## config.mk

```make
export PLATFORM = sky130hd
export DESIGN_NAME = txo_top
export DESIGN_NICKNAME = d
export VERILOG_FILES = /design/src/verilog/txo_pkg.sv /design/src/verilog/txo_top.sv
export VERILOG_INCLUDE_DIRS = /design/src /design/src/verilog
export SDC_FILE = /design/constraint.sdc
export NUM_CORES = 1
export LEC_CHECK = 0
export BUFFER_PORTS_ARGS = -buffer_cell sky130_fd_sc_hd__buf_2
export CAP_MARGIN = 25
export CORE_ASPECT_RATIO = 2
export CORE_MARGIN = 4
export CORE_UTILIZATION = 55
export CTS_CLUSTER_DIAMETER = 120
export DETAILED_ROUTE_END_ITERATION = 16
export GPL_TIMING_DRIVEN = 0
export PLACE_DENSITY = 0.87
export SYNTH_ARGS = -nofsm -noshare
export SYNTH_HDL_FRONTEND = slang
export SYNTH_SLANG_ARGS = --single-unit
```

## constraint.sdc

```tcl
create_clock -name i_clk -period 4.4 [get_ports i_clk]
set_input_delay 0.22 -clock i_clk [delete_from_list [all_inputs] [get_ports i_clk]]
set_output_delay 0.22 -clock i_clk [all_outputs]
set_load 0.02 [all_outputs]
```

## src/verilog/txo_cfg.svh

```systemverilog
// constants for the transmit message bookkeeping block
`ifndef TXO_CFG_SVH
`define TXO_CFG_SVH

// send option bits
`define TXO_OPT_W       3
`define TXO_OPT_RELCID  0
`define TXO_OPT_CIDORD  1
`define TXO_OPT_SEQBYP  2

// default sizes
`define TXO_NUM_TRANSMIT_SLOT_TAG    16
`define TXO_NUM_CID     16
`define TXO_SEQ_W       8
`define TXO_DST_W       4
`define TXO_TASK_W      6
`define TXO_DATA_W      32
`define TXO_FIFO_DEPTH  8

// reset values
`define TXO_FREE_RST    1'b1
`define TXO_BIT_RST     1'b0

`endif

```

## src/verilog/txo_pkg.sv

```systemverilog
// types shared by the transmit message bookkeeping block
`include "txo_cfg.svh"

package txo_pkg;
  typedef logic [`TXO_OPT_W-1:0] txo_opt_t;
endpackage

```

## src/verilog/txo_top.sv

```systemverilog
// transmit slot tags, context tags, ordering queue and output stage
`include "txo_cfg.svh"

// ----------------------------------------------------------------------------
// message queue
// ----------------------------------------------------------------------------
module txo_fifo #(
  parameter int W     = 32,
  parameter int DEPTH = `TXO_FIFO_DEPTH
) (
  input  wire logic         i_clk,
  input  wire logic         i_rst_n,
  input  wire logic         i_ce,
  input  wire logic         i_in_valid,
  output logic              o_in_ready,
  input  wire logic [W-1:0] i_in_data,
  output logic              o_out_valid,
  input  wire logic         i_out_ready,
  output logic [W-1:0]      o_out_data
);
  // depth must be a power of two so that the pointers wrap by themselves
  localparam int PW = $clog2(DEPTH);
  localparam int CW = PW + 1;

  logic [W-1:0]  mem [DEPTH];
  logic [PW-1:0] wr_ptr_ff;
  logic [PW-1:0] rd_ptr_ff;
  logic [CW-1:0] count_ff;
  logic          in_ready_ff;
  logic [CW-1:0] nxt_count;
  wire           push = i_in_valid & in_ready_ff;
  wire           pop  = i_out_ready & o_out_valid;

  assign nxt_count   = CW'(count_ff + CW'(push) - CW'(pop));
  assign o_in_ready  = in_ready_ff;
  assign o_out_valid = (count_ff != '0);
  assign o_out_data  = mem[rd_ptr_ff];

  always_ff @(posedge i_clk) begin
    if (i_ce & push) begin
      mem[wr_ptr_ff] <= i_in_data;
    end
  end

  always_ff @(posedge i_clk or negedge i_rst_n) begin
    if (!i_rst_n) begin
      wr_ptr_ff   <= '0;
      rd_ptr_ff   <= '0;
      count_ff    <= '0;
      in_ready_ff <= `TXO_BIT_RST;
    end else if (i_ce) begin
      wr_ptr_ff   <= PW'(wr_ptr_ff + PW'(push));
      rd_ptr_ff   <= PW'(rd_ptr_ff + PW'(pop));
      count_ff    <= nxt_count;
      in_ready_ff <= (nxt_count != CW'(DEPTH));
    end
  end
endmodule

// Functional notes
// - queue space is held by the transmit slot tag of the sending task
// - a starting task gets a default transmit slot tag from the free list
// - sending a message gives back the sender's transmit slot tag
// - a tag request reports failure when no tag is free
// - with reordering on, a tag returns only after delivery to its destination
// - the number of transmit slot tags is a build-time parameter
// - a second ordered message with the same context tag stalls in the ordering queue
// - a missing sequence number stalls reordered output indefinitely
// - with duplicate sequence numbers only one passes, the rest stall
// - sequence ordering applies unless the bypass flag is set
// - a delivered self-addressed message becomes a task spawn request (the code raises it only while i_loopback_en is set)
module txo_top
  import txo_pkg::*;
#(
  parameter int NUM_TRANSMIT_SLOT_TAG   = `TXO_NUM_TRANSMIT_SLOT_TAG,
  parameter int NUM_CID    = `TXO_NUM_CID,
  parameter int SEQ_W      = `TXO_SEQ_W,
  parameter int DST_W      = `TXO_DST_W,
  parameter int TASK_W     = `TXO_TASK_W,
  parameter int DATA_W     = `TXO_DATA_W,
  parameter int FIFO_DEPTH = `TXO_FIFO_DEPTH,
  localparam int TAG_W     = $clog2(NUM_TRANSMIT_SLOT_TAG),
  localparam int CID_W     = $clog2(NUM_CID)
) (
  input  wire logic              i_clk,
  input  wire logic              i_arst_n,
  input  wire logic              i_ce,
  input  wire logic              i_seq_reorder_en,
  input  wire logic              i_cid_reorder_en,
  input  wire logic              i_loopback_en,
  input  wire logic [DST_W-1:0]  i_self_id,
  input  wire logic              i_task_start,
  output logic                   o_start_done,
  output logic                   o_start_ok,
  output logic [TAG_W-1:0]       o_start_tag,
  input  wire logic              i_txalloc_req,
  output logic                   o_txalloc_done,
  output logic                   o_txalloc_ok,
  output logic [TAG_W-1:0]       o_txalloc_tag,
  input  wire logic              i_cidalloc_req,
  output logic                   o_cidalloc_done,
  output logic                   o_cidalloc_ok,
  output logic [CID_W-1:0]       o_cidalloc_tag,
  input  wire logic              i_snd_valid,
  output logic                   o_snd_ready,
  input  wire logic [TAG_W-1:0]  i_snd_tag,
  input  wire logic [CID_W-1:0]  i_snd_cid,
  input  wire txo_opt_t          i_snd_opts,
  input  wire logic [SEQ_W-1:0]  i_snd_seq,
  input  wire logic [DST_W-1:0]  i_snd_dst,
  input  wire logic [TASK_W-1:0] i_snd_task,
  input  wire logic [DATA_W-1:0] i_snd_data,
  output logic                   o_msg_valid,
  input  wire logic              i_msg_ready,
  output logic [DST_W-1:0]       o_msg_dst,
  output logic [TASK_W-1:0]      o_msg_task,
  output logic [CID_W-1:0]       o_msg_cid,
  output logic [SEQ_W-1:0]       o_msg_seq,
  output logic [DATA_W-1:0]      o_msg_data,
  output logic                   o_spawn_valid,
  output logic [TASK_W-1:0]      o_spawn_task,
  output logic                   o_order_stall
);
  localparam int QW = 1 + `TXO_OPT_W + TAG_W + CID_W + SEQ_W + DST_W + TASK_W + DATA_W;

  // --------------------------------------------------------------------------
  // reset release
  // --------------------------------------------------------------------------
  logic [1:0] rst_sync_ff;
  wire        rst_n = rst_sync_ff[1];

  always_ff @(posedge i_clk or negedge i_arst_n) begin
    if (!i_arst_n) begin
      rst_sync_ff <= '0;
    end else begin
      rst_sync_ff <= {rst_sync_ff[0], 1'b1};
    end
  end

  // --------------------------------------------------------------------------
  // free lists
  // --------------------------------------------------------------------------
  function automatic logic [TAG_W-1:0] first_tx(input logic [NUM_TRANSMIT_SLOT_TAG-1:0] v);
    logic [TAG_W-1:0] r;
    r = '0;
    for (int i = NUM_TRANSMIT_SLOT_TAG - 1; i >= 0; i--) begin
      if (v[i]) r = TAG_W'(i);
    end
    return r;
  endfunction

  function automatic logic [CID_W-1:0] first_cid(input logic [NUM_CID-1:0] v);
    logic [CID_W-1:0] r;
    r = '0;
    for (int i = NUM_CID - 1; i >= 0; i--) begin
      if (v[i]) r = CID_W'(i);
    end
    return r;
  endfunction

  logic [NUM_TRANSMIT_SLOT_TAG-1:0] free_tx_ff;
  logic [NUM_CID-1:0]  free_cid_ff;
  logic                late_ff;
  logic                relcid_ff;
  logic [TAG_W-1:0]    out_tag_ff;

  // tag count fixed by NUM_TRANSMIT_SLOT_TAG at build time
  wire [NUM_TRANSMIT_SLOT_TAG-1:0] one_tx    = {{(NUM_TRANSMIT_SLOT_TAG-1){1'b0}}, 1'b1};
  wire [NUM_CID-1:0]  one_cid   = {{(NUM_CID-1){1'b0}}, 1'b1};
  wire                start_ok  = |free_tx_ff;
  wire [TAG_W-1:0]    start_tag = first_tx(free_tx_ff);
  wire [NUM_TRANSMIT_SLOT_TAG-1:0] start_oh  = (i_task_start & start_ok) ? (one_tx << start_tag) : '0;
  // task start has priority; the software request sees what it leaves
  wire [NUM_TRANSMIT_SLOT_TAG-1:0] left_tx   = free_tx_ff & ~start_oh;
  wire                alloc_ok  = |left_tx;
  wire [TAG_W-1:0]    alloc_tag = first_tx(left_tx);
  wire [NUM_TRANSMIT_SLOT_TAG-1:0] alloc_oh  = (i_txalloc_req & alloc_ok) ? (one_tx << alloc_tag) : '0;
  wire                cid_ok    = |free_cid_ff;
  wire [CID_W-1:0]    cid_tag   = first_cid(free_cid_ff);
  wire [NUM_CID-1:0]  cid_oh    = (i_cidalloc_req & cid_ok) ? (one_cid << cid_tag) : '0;

  wire reo_any = i_seq_reorder_en | i_cid_reorder_en;
  wire snd_acc = i_snd_valid & o_snd_ready;
  wire deliver = o_msg_valid & i_msg_ready;

  // early release at acceptance, late release at delivery when reordering
  wire [NUM_TRANSMIT_SLOT_TAG-1:0] rel_early = (snd_acc & ~reo_any) ? (one_tx << i_snd_tag) : '0;
  wire [NUM_TRANSMIT_SLOT_TAG-1:0] rel_late  = (deliver & late_ff) ? (one_tx << out_tag_ff) : '0;
  wire [NUM_CID-1:0]  rel_cid   = (deliver & relcid_ff) ? (one_cid << o_msg_cid) : '0;

  // release is ored in last so it wins over any allocation
  wire [NUM_TRANSMIT_SLOT_TAG-1:0] nxt_free_tx  = (free_tx_ff & ~start_oh & ~alloc_oh) | rel_early | rel_late;
  wire [NUM_CID-1:0]  nxt_free_cid = (free_cid_ff & ~cid_oh) | rel_cid;

  always_ff @(posedge i_clk or negedge rst_n) begin
    if (!rst_n) begin
      free_tx_ff  <= {NUM_TRANSMIT_SLOT_TAG{`TXO_FREE_RST}};
      free_cid_ff <= {NUM_CID{`TXO_FREE_RST}};
    end else if (i_ce) begin
      free_tx_ff  <= nxt_free_tx;
      free_cid_ff <= nxt_free_cid;
    end
  end

  // status answers, one cycle after the request
  always_ff @(posedge i_clk or negedge rst_n) begin
    if (!rst_n) begin
      o_start_done    <= `TXO_BIT_RST;
      o_start_ok      <= `TXO_BIT_RST;
      o_start_tag     <= '0;
      o_txalloc_done  <= `TXO_BIT_RST;
      o_txalloc_ok    <= `TXO_BIT_RST;
      o_txalloc_tag   <= '0;
      o_cidalloc_done <= `TXO_BIT_RST;
      o_cidalloc_ok   <= `TXO_BIT_RST;
      o_cidalloc_tag  <= '0;
    end else if (i_ce) begin
      o_start_done    <= i_task_start;
      o_start_ok      <= i_task_start & start_ok;
      o_start_tag     <= start_tag;
      o_txalloc_done  <= i_txalloc_req;
      o_txalloc_ok    <= i_txalloc_req & alloc_ok;
      o_txalloc_tag   <= alloc_tag;
      o_cidalloc_done <= i_cidalloc_req;
      o_cidalloc_ok   <= i_cidalloc_req & cid_ok;
      o_cidalloc_tag  <= cid_tag;
    end
  end

  // --------------------------------------------------------------------------
  // ordering queue
  // --------------------------------------------------------------------------
  logic [QW-1:0]     q_in;
  logic [QW-1:0]     q_out;
  logic              q_valid;
  logic              h_late;
  txo_opt_t          h_opts;
  logic [TAG_W-1:0]  h_tag;
  logic [CID_W-1:0]  h_cid;
  logic [SEQ_W-1:0]  h_seq;
  logic [DST_W-1:0]  h_dst;
  logic [TASK_W-1:0] h_task;
  logic [DATA_W-1:0] h_data;
  logic [SEQ_W-1:0]  exp_seq_ff;
  logic [CID_W-1:0]  exp_cid_ff;

  // the queue entry carries the tag that reserved it
  assign q_in = {reo_any, i_snd_opts, i_snd_tag, i_snd_cid, i_snd_seq, i_snd_dst, i_snd_task, i_snd_data};
  assign {h_late, h_opts, h_tag, h_cid, h_seq, h_dst, h_task, h_data} = q_out;

  // head waits for its turn; duplicates and gaps block everything behind
  wire seq_ord  = i_seq_reorder_en & ~h_opts[`TXO_OPT_SEQBYP];
  wire cid_ord  = i_cid_reorder_en & h_opts[`TXO_OPT_CIDORD];
  wire seq_wait = seq_ord & (h_seq != exp_seq_ff);
  wire cid_wait = cid_ord & (h_cid != exp_cid_ff);
  wire out_free = ~o_msg_valid | i_msg_ready;
  wire q_pop    = q_valid & ~seq_wait & ~cid_wait & out_free;

  txo_fifo #(
    .W     (QW),
    .DEPTH (FIFO_DEPTH)
  ) u_fifo (
    .i_clk       (i_clk),
    .i_rst_n     (rst_n),
    .i_ce        (i_ce),
    .i_in_valid  (i_snd_valid),
    .o_in_ready  (o_snd_ready),
    .i_in_data   (q_in),
    .o_out_valid (q_valid),
    .i_out_ready (q_pop),
    .o_out_data  (q_out)
  );

  always_ff @(posedge i_clk or negedge rst_n) begin
    if (!rst_n) begin
      exp_seq_ff    <= '0;
      exp_cid_ff    <= '0;
      o_order_stall <= `TXO_BIT_RST;
    end else if (i_ce) begin
      if (q_pop & seq_ord) exp_seq_ff <= SEQ_W'(exp_seq_ff + 1'b1);
      if (q_pop & cid_ord) exp_cid_ff <= CID_W'(exp_cid_ff + 1'b1);
      o_order_stall <= q_valid & (seq_wait | cid_wait);
    end
  end

  // --------------------------------------------------------------------------
  // output stage and spawn
  // --------------------------------------------------------------------------
  // self-addressed delivery only counts when the interconnect loops it back
  wire self_hit = deliver & i_loopback_en & (o_msg_dst == i_self_id);

  always_ff @(posedge i_clk or negedge rst_n) begin
    if (!rst_n) begin
      o_msg_valid   <= `TXO_BIT_RST;
      late_ff       <= `TXO_BIT_RST;
      relcid_ff     <= `TXO_BIT_RST;
      out_tag_ff    <= '0;
      o_msg_dst     <= '0;
      o_msg_task    <= '0;
      o_msg_cid     <= '0;
      o_msg_seq     <= '0;
      o_msg_data    <= '0;
      o_spawn_valid <= `TXO_BIT_RST;
      o_spawn_task  <= '0;
    end else if (i_ce) begin
      if (out_free) begin
        o_msg_valid <= q_pop;
        late_ff     <= h_late;
        relcid_ff   <= h_opts[`TXO_OPT_RELCID];
        out_tag_ff  <= h_tag;
        o_msg_dst   <= h_dst;
        o_msg_task  <= h_task;
        o_msg_cid   <= h_cid;
        o_msg_seq   <= h_seq;
        o_msg_data  <= h_data;
      end
      o_spawn_valid <= self_hit;
      o_spawn_task  <= o_msg_task;
    end
  end
endmodule

```

======== Word level (Yosys, flattened, before mapping) ========
Memory sizes are Yosys's and may differ from the RTL's.
Cells that the tools add are included.
storage, ports and cells
  bits in writable memories ............... 496
  logic and storage cells ................. 149
  register bits ........................... 144
  memories kept ........................... 1
  output and inout port bits .............. 82
  input bits .............................. 76
memory list
  memory      words  width  rd ports  clocked after Yosys merged registers in  write ports  line           text
  u_fifo.mem  8      62     1         0                                        1            txo_top.sv:25  logic [W-1:0] mem [DEPTH];
cells by class
  reduce and logical (&&, ||, !) cells .... 7
  add/sub/neg operators ................... 6
  muxes and demuxes ....................... 56
  equal/unequal tests ..................... 4
  bitwise logic cells ..................... 39
  shifts and indexed selects .............. 6
operators by type and width
  cell                  count
  $mux 4                48
  $mux 16               6
  $shl 1x4->16 const A  6
  $and 16x16->16        3
  $not 16->16           3
  $or 16x16->16         3
  $reduce_or 16->1      3
  $and 1x1->1           22
  $add 8x1->8 const B   1
  $ne 8x8->1            1
  $add 3x1->3           2
  $reduce_and 2->1      3
  $not 1->1             5
  $add 4x1->4           1
  $add 4x1->4 const B   1
  $eq 4x4->1            1
  $ne 4x4->1            1
  $ne 4x4->1 const B    1
  $reduce_bool 4->1     1
  $sub 4x1->4           1
  $or 1x1->1            3
  $mux 1                2

======== Longest topological paths before layout ========
Gate-level depths: netlist (run 1).
  word-level depth ........................ 42
  mapped depth ............................ 17
  depth with buffers taken out ............ 15

======== By module ========
From an unflattened synthesis (run 1), not the netlist that was laid out.
unflattened totals
  cells, all modules ...................... 1546
  area total of the unflattened synthesis .. 26196.4 um^2
by module, submodules not included
  module    times used  sequential area each (um^2)  area each (um^2)  cells each
  txo_fifo  1           15169.5                      19381.1           790
  txo_top   1           3368.2                       6815.3            756

======== Worst setup path before layout (run 1) ========
No wires, ideal clock.
  path type ............................... in2reg
  from .................................... in i_ce
  to ...................................... mem u_fifo.mem[1][0] (netlist name) (enable)
  path buffers ............................ 3
  library setup time ...................... 0.558 ns
  required time ........................... 3.842 ns
  setup slack ............................. -1.620 ns
  data arrival time ....................... 5.462 ns
  stages .................................. 5
  cells stage by stage .................... clkbuf_1 > clkbuf_1 > buf_1 > nand3_1 > nor3_1
between the ends
  word-level cells in the longest chain between the ends .. 3
ends and longest elaborated chain
  element                       line           text
  start: declaration            txo_top.sv:87  input wire logic i_ce,
  $and 1x1->1                   txo_top.sv:40  if (i_ce & push) begin
  $mux 1                        txo_top.sv:40
  $mux 1 (implied by the code)  txo_top.sv:41  mem[wr_ptr_ff] <= i_in_data;
  end: declaration              txo_top.sv:25
Every way passes these cells.

======== Worst setup path in the final report (run 1) ========
  from .................................... reg u_fifo.rd_ptr_ff[0]
  to ...................................... reg u_fifo.in_ready_ff, in the netlist u_fifo.o_in_ready
between the ends
  word-level cells in the longest chain between the ends .. 11
  elaborated cells on any way between the ends .. 16
  those cells by class .................... 1 x add/sub; 3 x eq/ne; 11 x bitwise; 1 x memory
ends and longest elaborated chain
  element                                             line            text
  start: declaration                                  txo_top.sv:27   logic [PW-1:0] rd_ptr_ff;
  start signal: assignment                            txo_top.sv:53   rd_ptr_ff <= PW'(rd_ptr_ff + PW'(pop));
  $mem_v2 8x62 *                                      -
  branches (longest 5 deep; another with $ne 8x8->1)  -
  $and 1x1->1 * (2 in series)                         txo_top.sv:257  wire q_pop = q_valid & ~seq_wait & ~cid_wait & out_free;
  $and 1x1->1 *                                       txo_top.sv:32   wire pop = i_out_ready & o_out_valid;
  $sub 4x1->4 *                                       txo_top.sv:34   assign nxt_count = CW'(count_ff + CW'(push) - CW'(pop));
  $ne 4x4->1 *                                        txo_top.sv:55   in_ready_ff <= (nxt_count != CW'(DEPTH));
  end signal: assignment                              txo_top.sv:50   in_ready_ff <= `TXO_BIT_RST;
  end signal: assignment                              txo_top.sv:55
  end: declaration                                    txo_top.sv:29   logic in_ready_ff;
Every way passes the cells marked *.
A chain may end at the register's enable or synchronous reset.

==> results.json, run 1 <==
{
  "drt_wl_total_um": 70150,
  "crit_path_end": "u_fifo.o_in_ready",
  "dieWidth_um": 161.2,
  "antenna_left": 0,
  "fin_util_pct": 65.82,
  "rows": 112,
  "finalNetCount": 1886,
  "final.period_utilization_pct": 96.30,
  "hp-class": "in -> reg",
  "first_pass_iters": 6,
  "p_clk_share_pct": 25.0,
  "worstPathRequired_ns": 4.86,
  "r2r_start": "u_fifo.rd_ptr_ff[0]",
  "worst-r2r-cell-count": 17,
  "place_congestion": 0.9484,
  "cts_root_buffer": "clkbuf_16",
  "antenna_found_initial": 5,
  "final_layout_size_suffix_gt1_share_pct": 26.49,
  "layout_commonest_cell": "edfxtp_1",
  "initial_utilization_pct": 55.49,
  "layout_common_cells": "edfxtp_1, buf_2, mux4_2",
  "criticalPathCategory": "reg -> reg",
  "max_stage_delay_ns": 0.57,
  "detail_route.wl_per_cell_um": 28.35,
  "path_depth": 17,
  "synthArstFlopShare_pct": 22.50,
  "fin_skew_ns": 0.01422,
  "cts.sinks": 640,
  "drt_iter0_drc": 1679,
  "cts_tree": "built",
  "grt_overflow": 0,
  "area_growth_pct": 18.62,
  "grt_busiest_layer": "met2",
  "crit_family": "simple AND/OR/NAND/NOR gates",
  "outcome": "finished, final reports clean",
  "r2r-end": "u_fifo.o_in_ready",
  "yosys_warnings": 0,
  "start_kind": "flip-flop",
  "grt_use_met3_pct": 4.572,
  "synthFlopType": "edfxtp_1",
  "vias": 15709,
  "final_hold_viol_count": 0,
  "holdPathStages": 1,
  "p_sw_mw": 6.303,
  "max_freq_ghz": 0.2360,
  "die_h_um": 314.4,
  "post-route-min-period_ns": 4.237,
  "dpl.hpwl_um": 44060,
  "crit_chain": "buf_6, buf_8, mux4_2, mux2i_4, xnor2_1, nor4_1, nand2_1, a31o_2, nor2b_2, ha_1, inv_1, ha_1, inv_1, fa_1, xnor2_1, nor4b_2, a21oi_1",
  "end_kind": "flip-flop",
  "clkLatencyLatePin_ns": 0.61,
  "synth_edf_count": 496,
  "use_met1_pct": 31.55,
  "dieArea_sq_um": 50680,
  "vdd_drop_max_mv": 0.4025,
  "yosysSeqAreaShare_pct": 71.80,
  "timing.hold.ws_ns": 0.03747,
  "synth.area.top_cells": "edfxtp_1, dfrtp_1, mux4_2, dfstp_2, mux2i_1",
  "worstSetupStartpoint": "u_fifo.rd_ptr_ff[0]",
  "setup-violations-final": 0,
  "synth_top_area_share_pct": 57.69,
  "critPathArrivalTime_ns": 4.69,
  "synth_area_per_cell_sq_um": 17.33,
  "p_leak_nw": 10.83,
  "syn-num-nets": 1578,
  "slew-limit-headroom_pct": 32.49,
  "yosysTopAreaCell": "edfxtp_1",
  "critPathBufInv": 4,
  "rrSetupSlack_ns": 0.16,
  "max_slew.worst_pin.slew_ns": 1.013,
  "p_int_mw": 12.54,
  "route.detailed.drc": 0,
  "grt_usage_pct": 27.58,
  "grt_max_degree": 60,
  "slew_violations": 0,
  "synthesis.area_sq_um": 25820,
  "grt_pass1_vias": 16481,
  "grt_pass1_wl_um": 104200,
  "viasPerCell": 6.350,
  "p_seq_share_pct": 42.8,
  "coreArea_sq_um": 46520,
  "maxCapViolCount": 0,
  "clk_pin_slew_ns": 0.07,
  "cts_buffers": 52,
  "p_comb_share_pct": 32.2,
  "cts_buffer_depth": 3,
  "path_max_fanout": 10,
  "synth_seq_cells": 640,
  "p_total_mw": 18.84,
  "switching_share_pct": 33.46,
  "io_pins": 158,
  "cts_htree_levels": 2,
  "netlist_instances": 1490,
  "crit_slowest_cell": "mux4_2",
  "powerDensity_nw_per_um2": 615.2,
  "grt_use_met2_pct": 48.77,
  "io_buffers": 156,
  "fillCellCount": 3038,
  "synthDistinctLibCells": 79
}
## timing repair
| item | 4_1_cts | 5_1_grt |
|---|---|---|
| endpoints found under the hold margin | 490 | 0 |
| setup endpoints to repair | 4 | 2 |
| pin swaps | 1 | 1 |
| resized for setup | 18 | 15 |
| cloned | 0 | 0 |
| hold buffers | 68 | 0 |
| buffers inserted | 1 | 0 |
## cell usage after synthesis (9+ instances only)
cell and count:
edfxtp_1 496, mux4_2 124, dfrtp_1 112, nand2_1 110, o21ai_0 96, mux2i_1 66, clkbuf_1 50, nor2_1 40
dfstp_2 32, inv_1 31, xnor2_1 27, mux2_2 19, buf_1 18, nor3_1 18, nand2b_1 16, a21oi_1 15
nand3_1 14, o22ai_1 12, ha_1 11, nand4_1 10, nor4_1 9, o31ai_1 9
## per-stage QoR
step | cells | instance area (sq um) | worst slack [ns] | setup TNS [ns]
finish | 2474 | 30620 | 0.1627 | 0
floorplan | 1490 | 25830 | 0.03824 | 0
CTS | 2464 | 30470 | 0.007691 | 0
detailed placement | 2299 | 28050 | -0.7060 | -1.869
global placement | 2273 | 27390 | -3.376 | -1822.51
global route | 2474 | 30620 | -0.09685 | -0.09685
## cells by family after synthesis
group	count (synthesis)	synth area share, %
compound gates	232	5.898
xor+xnor	30	1.018
fa+ha+maj	14	0.6882
buf+inv	106	1.594
flops	640	71.80
mux	209	14.20
other cells	1	0.01453
simple gates	258	4.779
## how the worst min path moves through the flow
stage	start	endpoint	slack, ns
2_1_floorplan	i_arst_n	rst_sync_ff[0]	-0.08
3_3_place_gp	i_arst_n	rst_sync_ff[0]	0.005
3_5_place_dp	i_arst_n	rst_sync_ff[0]	0.01
4_1_cts	i_snd_tag[2]	u_fifo.mem[6][56]	0.006
5_1_grt	i_snd_tag[2]	u_fifo.mem[1][56]	0.03
6_report	i_snd_tag[2]	u_fifo.mem[0][56]	0.04
## power groups by stage
stage / Sequential (mW) / Clock [mW] / Combinational, mW
after global routing: 8.12 / 5.02 / 6.46
after detailed placement: 8.08 / 0 / 5.71
after CTS: 8.02 / 4.73 / 5.88
after global placement: 8.09 / 0 / 5.35
final: 8.06 / 4.71 / 6.07
after floorplan: 8.34 / 0 / 3.45
## registers in the layout, summed over array words and instances, names as in the netlist, 6 cells and up
register	cells
o_spawn_task	6
o_msg_data	32
free_tx_ff	16
free_cid_ff	16
o_msg_task	6
o_msg_seq	8
u_fifo.mem	496
exp_seq_ff	8
## cell type report
| cell class | count | area (sq um) | share of cell area [%] |
|---|---|---|---|
| antenna | 5 | 12.51 | 0.04086 |
| buffer | 72 | 316.6 | 1.034 |
| clock buffer | 70 | 1440 | 4.703 |
| clock inverter | 28 | 265.3 | 0.8662 |
| inverter | 32 | 120.1 | 0.3922 |
| multi-input combinational | 744 | 7008 | 22.88 |
| sequential | 640 | 18540 | 60.55 |
| tap | 627 | 784.5 | 2.562 |
| timing repair buffer | 256 | 2133 | 6.966 |
## metal layers
metal	vias to the layer above	routed length (um)	share of wire [%]
met3	240	5071	7.2
met2	956	37460	53
met1	7994	23440	33
met5	-	0	0
met4	0	4171	5.9
li1	6519	-	-
No activity file was read; power rests on OpenSTA's default activity.
==> inputs of run 2 (changes only) <==
- CORE_ASPECT_RATIO: 2 -> 0.7
- CTS_CLUSTER_DIAMETER: 120 -> 80
- clock period: 4.4 -> 3.6 ns (I/O delays scaled with it)
==> run 2 against run 1 <==
The run now ends with negative setup slack left. Cell area rose by 2.8%. Register-to-register slack worse by 0.55 ns. Clock power rose by 44%. Clock skew is 0.029 ns higher. Global-route usage grew 0.10 points. Combinational power up 34%. Cell count increased by 0.49%. Critical path depth stayed put. Worst setup slack worse by 0.55 ns. Clock-buffer cell count is 3 higher. Critical endpoint unchanged. Total power is 31% higher. Die area decreased by 0.31%.
==> results.json, run 2 (synthesis gave the netlist of run 1 again) <==
{
  "layout_top_registers": "u_fifo.mem x496, o_msg_data x32",
  "violations": "negative setup slack",
  "dp.cells": 2285,
  "rsz0062_at_grt": "yes",
  "coreArea_sq_um": 46410,
  "antenna_left": 0,
  "dieArea_sq_um": 50530,
  "start_kind": "flip-flop",
  "crit_chain": "clkbuf_2, clkbuf_4, mux4_2, mux2i_4, xnor2_1, nor4_1, nand2_1, a31o_4, nor2b_4, ha_4, inv_4, ha_4, inv_2, fa_2, xnor2_2, nor4b_2, a21oi_1",
  "cts_buffers": 56,
  "fillCellCount": 2874,
  "criticalPathCategory": "reg -> reg",
  "cts.sinks": 640,
  "viasPerCell": 6.411,
  "route.detailed.drc": 0,
  "maxCapViolCount": 0,
  "clkLatencyLatePin_ns": 0.63,
  "critPathBufInv": 4,
  "critPathArrivalTime_ns": 4.46,
  "powerDensity_nw_per_um2": 786.0,
  "clk_pin_slew_ns": 0.07,
  "grt_usage_pct": 27.68,
  "drt_iter0_drc": 2182,
  "post-route-min-period_ns": 3.982,
  "grt_max_degree": 45,
  "layout_common_cells": "edfxtp_1, buf_2, mux4_2",
  "detail_route.wl_per_cell_um": 28.42,
  "fin_tns_setup_ns": -0.7099,
  "dieWidth_um": 267.0,
  "grt_pass1_vias": 16142,
  "path_max_fanout": 10,
  "grt_overflow": 0,
  "die_h_um": 189.3,
  "final.period_utilization_pct": 110.6,
  "dpl.hpwl_um": 41380,
  "hp-class": "in -> reg",
  "rows": 66,
  "fin_ws_ns": -0.3824,
  "crit_family": "simple AND/OR/NAND/NOR gates",
  "setup-violations-final": 4,
  "io_buffers": 156,
  "slew_violations": 0,
  "preCtsSetupSlack_ns": -1.035,
  "top_register": "u_fifo.mem",
  "p_leak_nw": 11.20,
  "drt_wl_total_um": 70650,
  "max_slew.worst_pin.slew_ns": 0.9970,
  "fin_skew_ns": 0.04318,
  "worstPathRequired_ns": 4.08,
  "end_kind": "flip-flop",
  "fin_cells": 2486,
  "cts_buffer_depth": 3,
  "grt_pass1_wl_um": 104300,
  "critPathMostFrequentCell": "ha_4",
  "place_congestion": 0.9287,
  "vias": 15937,
  "outcome": "complete, but fails checks",
  "crit_slowest_cell": "mux4_2",
  "final_hold_viol_count": 0,
  "antenna_found_initial": 6,
  "slew-limit-headroom_pct": 33.32,
  "cts_root_buffer": "clkbuf_16",
  "vdd_drop_max_mv": 0.6022,
  "first_pass_iters": 7,
  "io_pins": 158,
  "cts_tree": "built",
  "layout_commonest_cell": "edfxtp_1",
  "largest_reg_flops": 496,
  "cts_htree_levels": 2,
  "final_layout_size_suffix_gt1_share_pct": 29.97,
  "initial_utilization_pct": 55.63,
  "max_stage_delay_ns": 0.40,
  "finalNetCount": 1912,
  "max_freq_ghz": 0.2511,
  "area_growth_pct": 21.90
}
==> run 2: changes by cell type in the layout (fill, tap and decap cells not counted), sizes merged <==
cell / delta
buf: +20
bufinv: +9
inv: -4
clkbuf: +3
diode: -3
clkinv: -2
clkinvlp: +2
clkdlybuf4s15: +1
dlygate4sd3: +1
==> run 2: worst reg2reg max path, stage by stage (launching register included) <==
cell	delay, ns
dfrtp_1	0.35
clkbuf_2	0.26
clkbuf_4	0.31
mux4_2	0.40
mux2i_4	0.27
xnor2_1	0.12
nor4_1	0.22
nand2_1	0.17
a31o_4	0.27
nor2b_4	0.15
ha_4	0.22
inv_4	0.05
ha_4	0.12
inv_2	0.04
fa_2	0.35
xnor2_2	0.16
nor4b_2	0.32
a21oi_1	0.10
==> run 2: routing by layer <==
metal / global-route usage, % / up-vias / wire length [um]
li1: - / 6583 / -
met1: 38.89 / 8159 / 26880
met2: 46.17 / 1027 / 35330
met3: 4.651 / 158 / 6273
met4: 6.924 / 10 / 2110
met5: 0 / - / 47
==> run 2: final cells by class <==
cell class	instances	area (sq um)	area share (%)
diodes	2	5.005	0.01590
plain buffers	70	335.3	1.066
clock buffers	73	1556	4.946
clock inverters	33	530.5	1.686
inverters	32	122.6	0.3896
multi-input cells	744	7310	23.23
flip-flops and latches	640	18550	58.93
well taps	612	765.7	2.433
repair buffers	280	2300	7.308
==> run 2: path summary, 6_finish.rpt <==
path	start	to	slack, ns	cells past startpoint
min in group asynchronous	rst_sync_ff[1]	o_msg_dst[2]	0.27	0
worst min-delay path	i_cid_reorder_en	o_order_stall	0.18	5
worst max register to register	u_fifo.rd_ptr_ff[1]	u_fifo.o_in_ready	-0.38	17
worst min register to register	rst_sync_ff[1]	o_msg_dst[2]	0.27	0
worst max-delay path	u_fifo.rd_ptr_ff[1]	u_fifo.o_in_ready	-0.38	17
max in group asynchronous	rst_sync_ff[1]	free_tx_ff[15]	2.39	2
==> run 2: stage by stage <==
| stage | power, mW | hold slack [ns] | util [%] | cell area, sq um |
|---|---|---|---|---|
| finish | 24.74 | 0.1780 | 67.81 | 31470 |
| global route | 25.68 | 0.1739 | 67.80 | 31470 |
| CTS | 24.33 | 0.1259 | 67.23 | 31200 |
| detailed placement | 16.86 | -0.03411 | 60.43 | 28040 |
| global placement | 16.47 | -0.03391 | 59.12 | 27440 |
| floorplan | 14.52 | -0.1156 | - | 25890 |
==> run 2: what timing repair did <==
item / 4_1_cts / 5_1_grt
hold buffers: 69 / 0
pin swaps: 12 / 16
resized for setup: 47 / 40
endpoints found under the setup margin: 49 / 33
gates cloned: 1 / 0
hold endpoints to repair: 499 / 0
buffers inserted: 15 / 9
==> run 2: power breakdown <==
part,switching [mW],internal [mW],leakage [nW]
Sequential,0.771,9.09,6.18
Combinational,4.52,3.60,4.01
Clock,2.82,3.94,1.01
Total,8.11,16.6,11.2
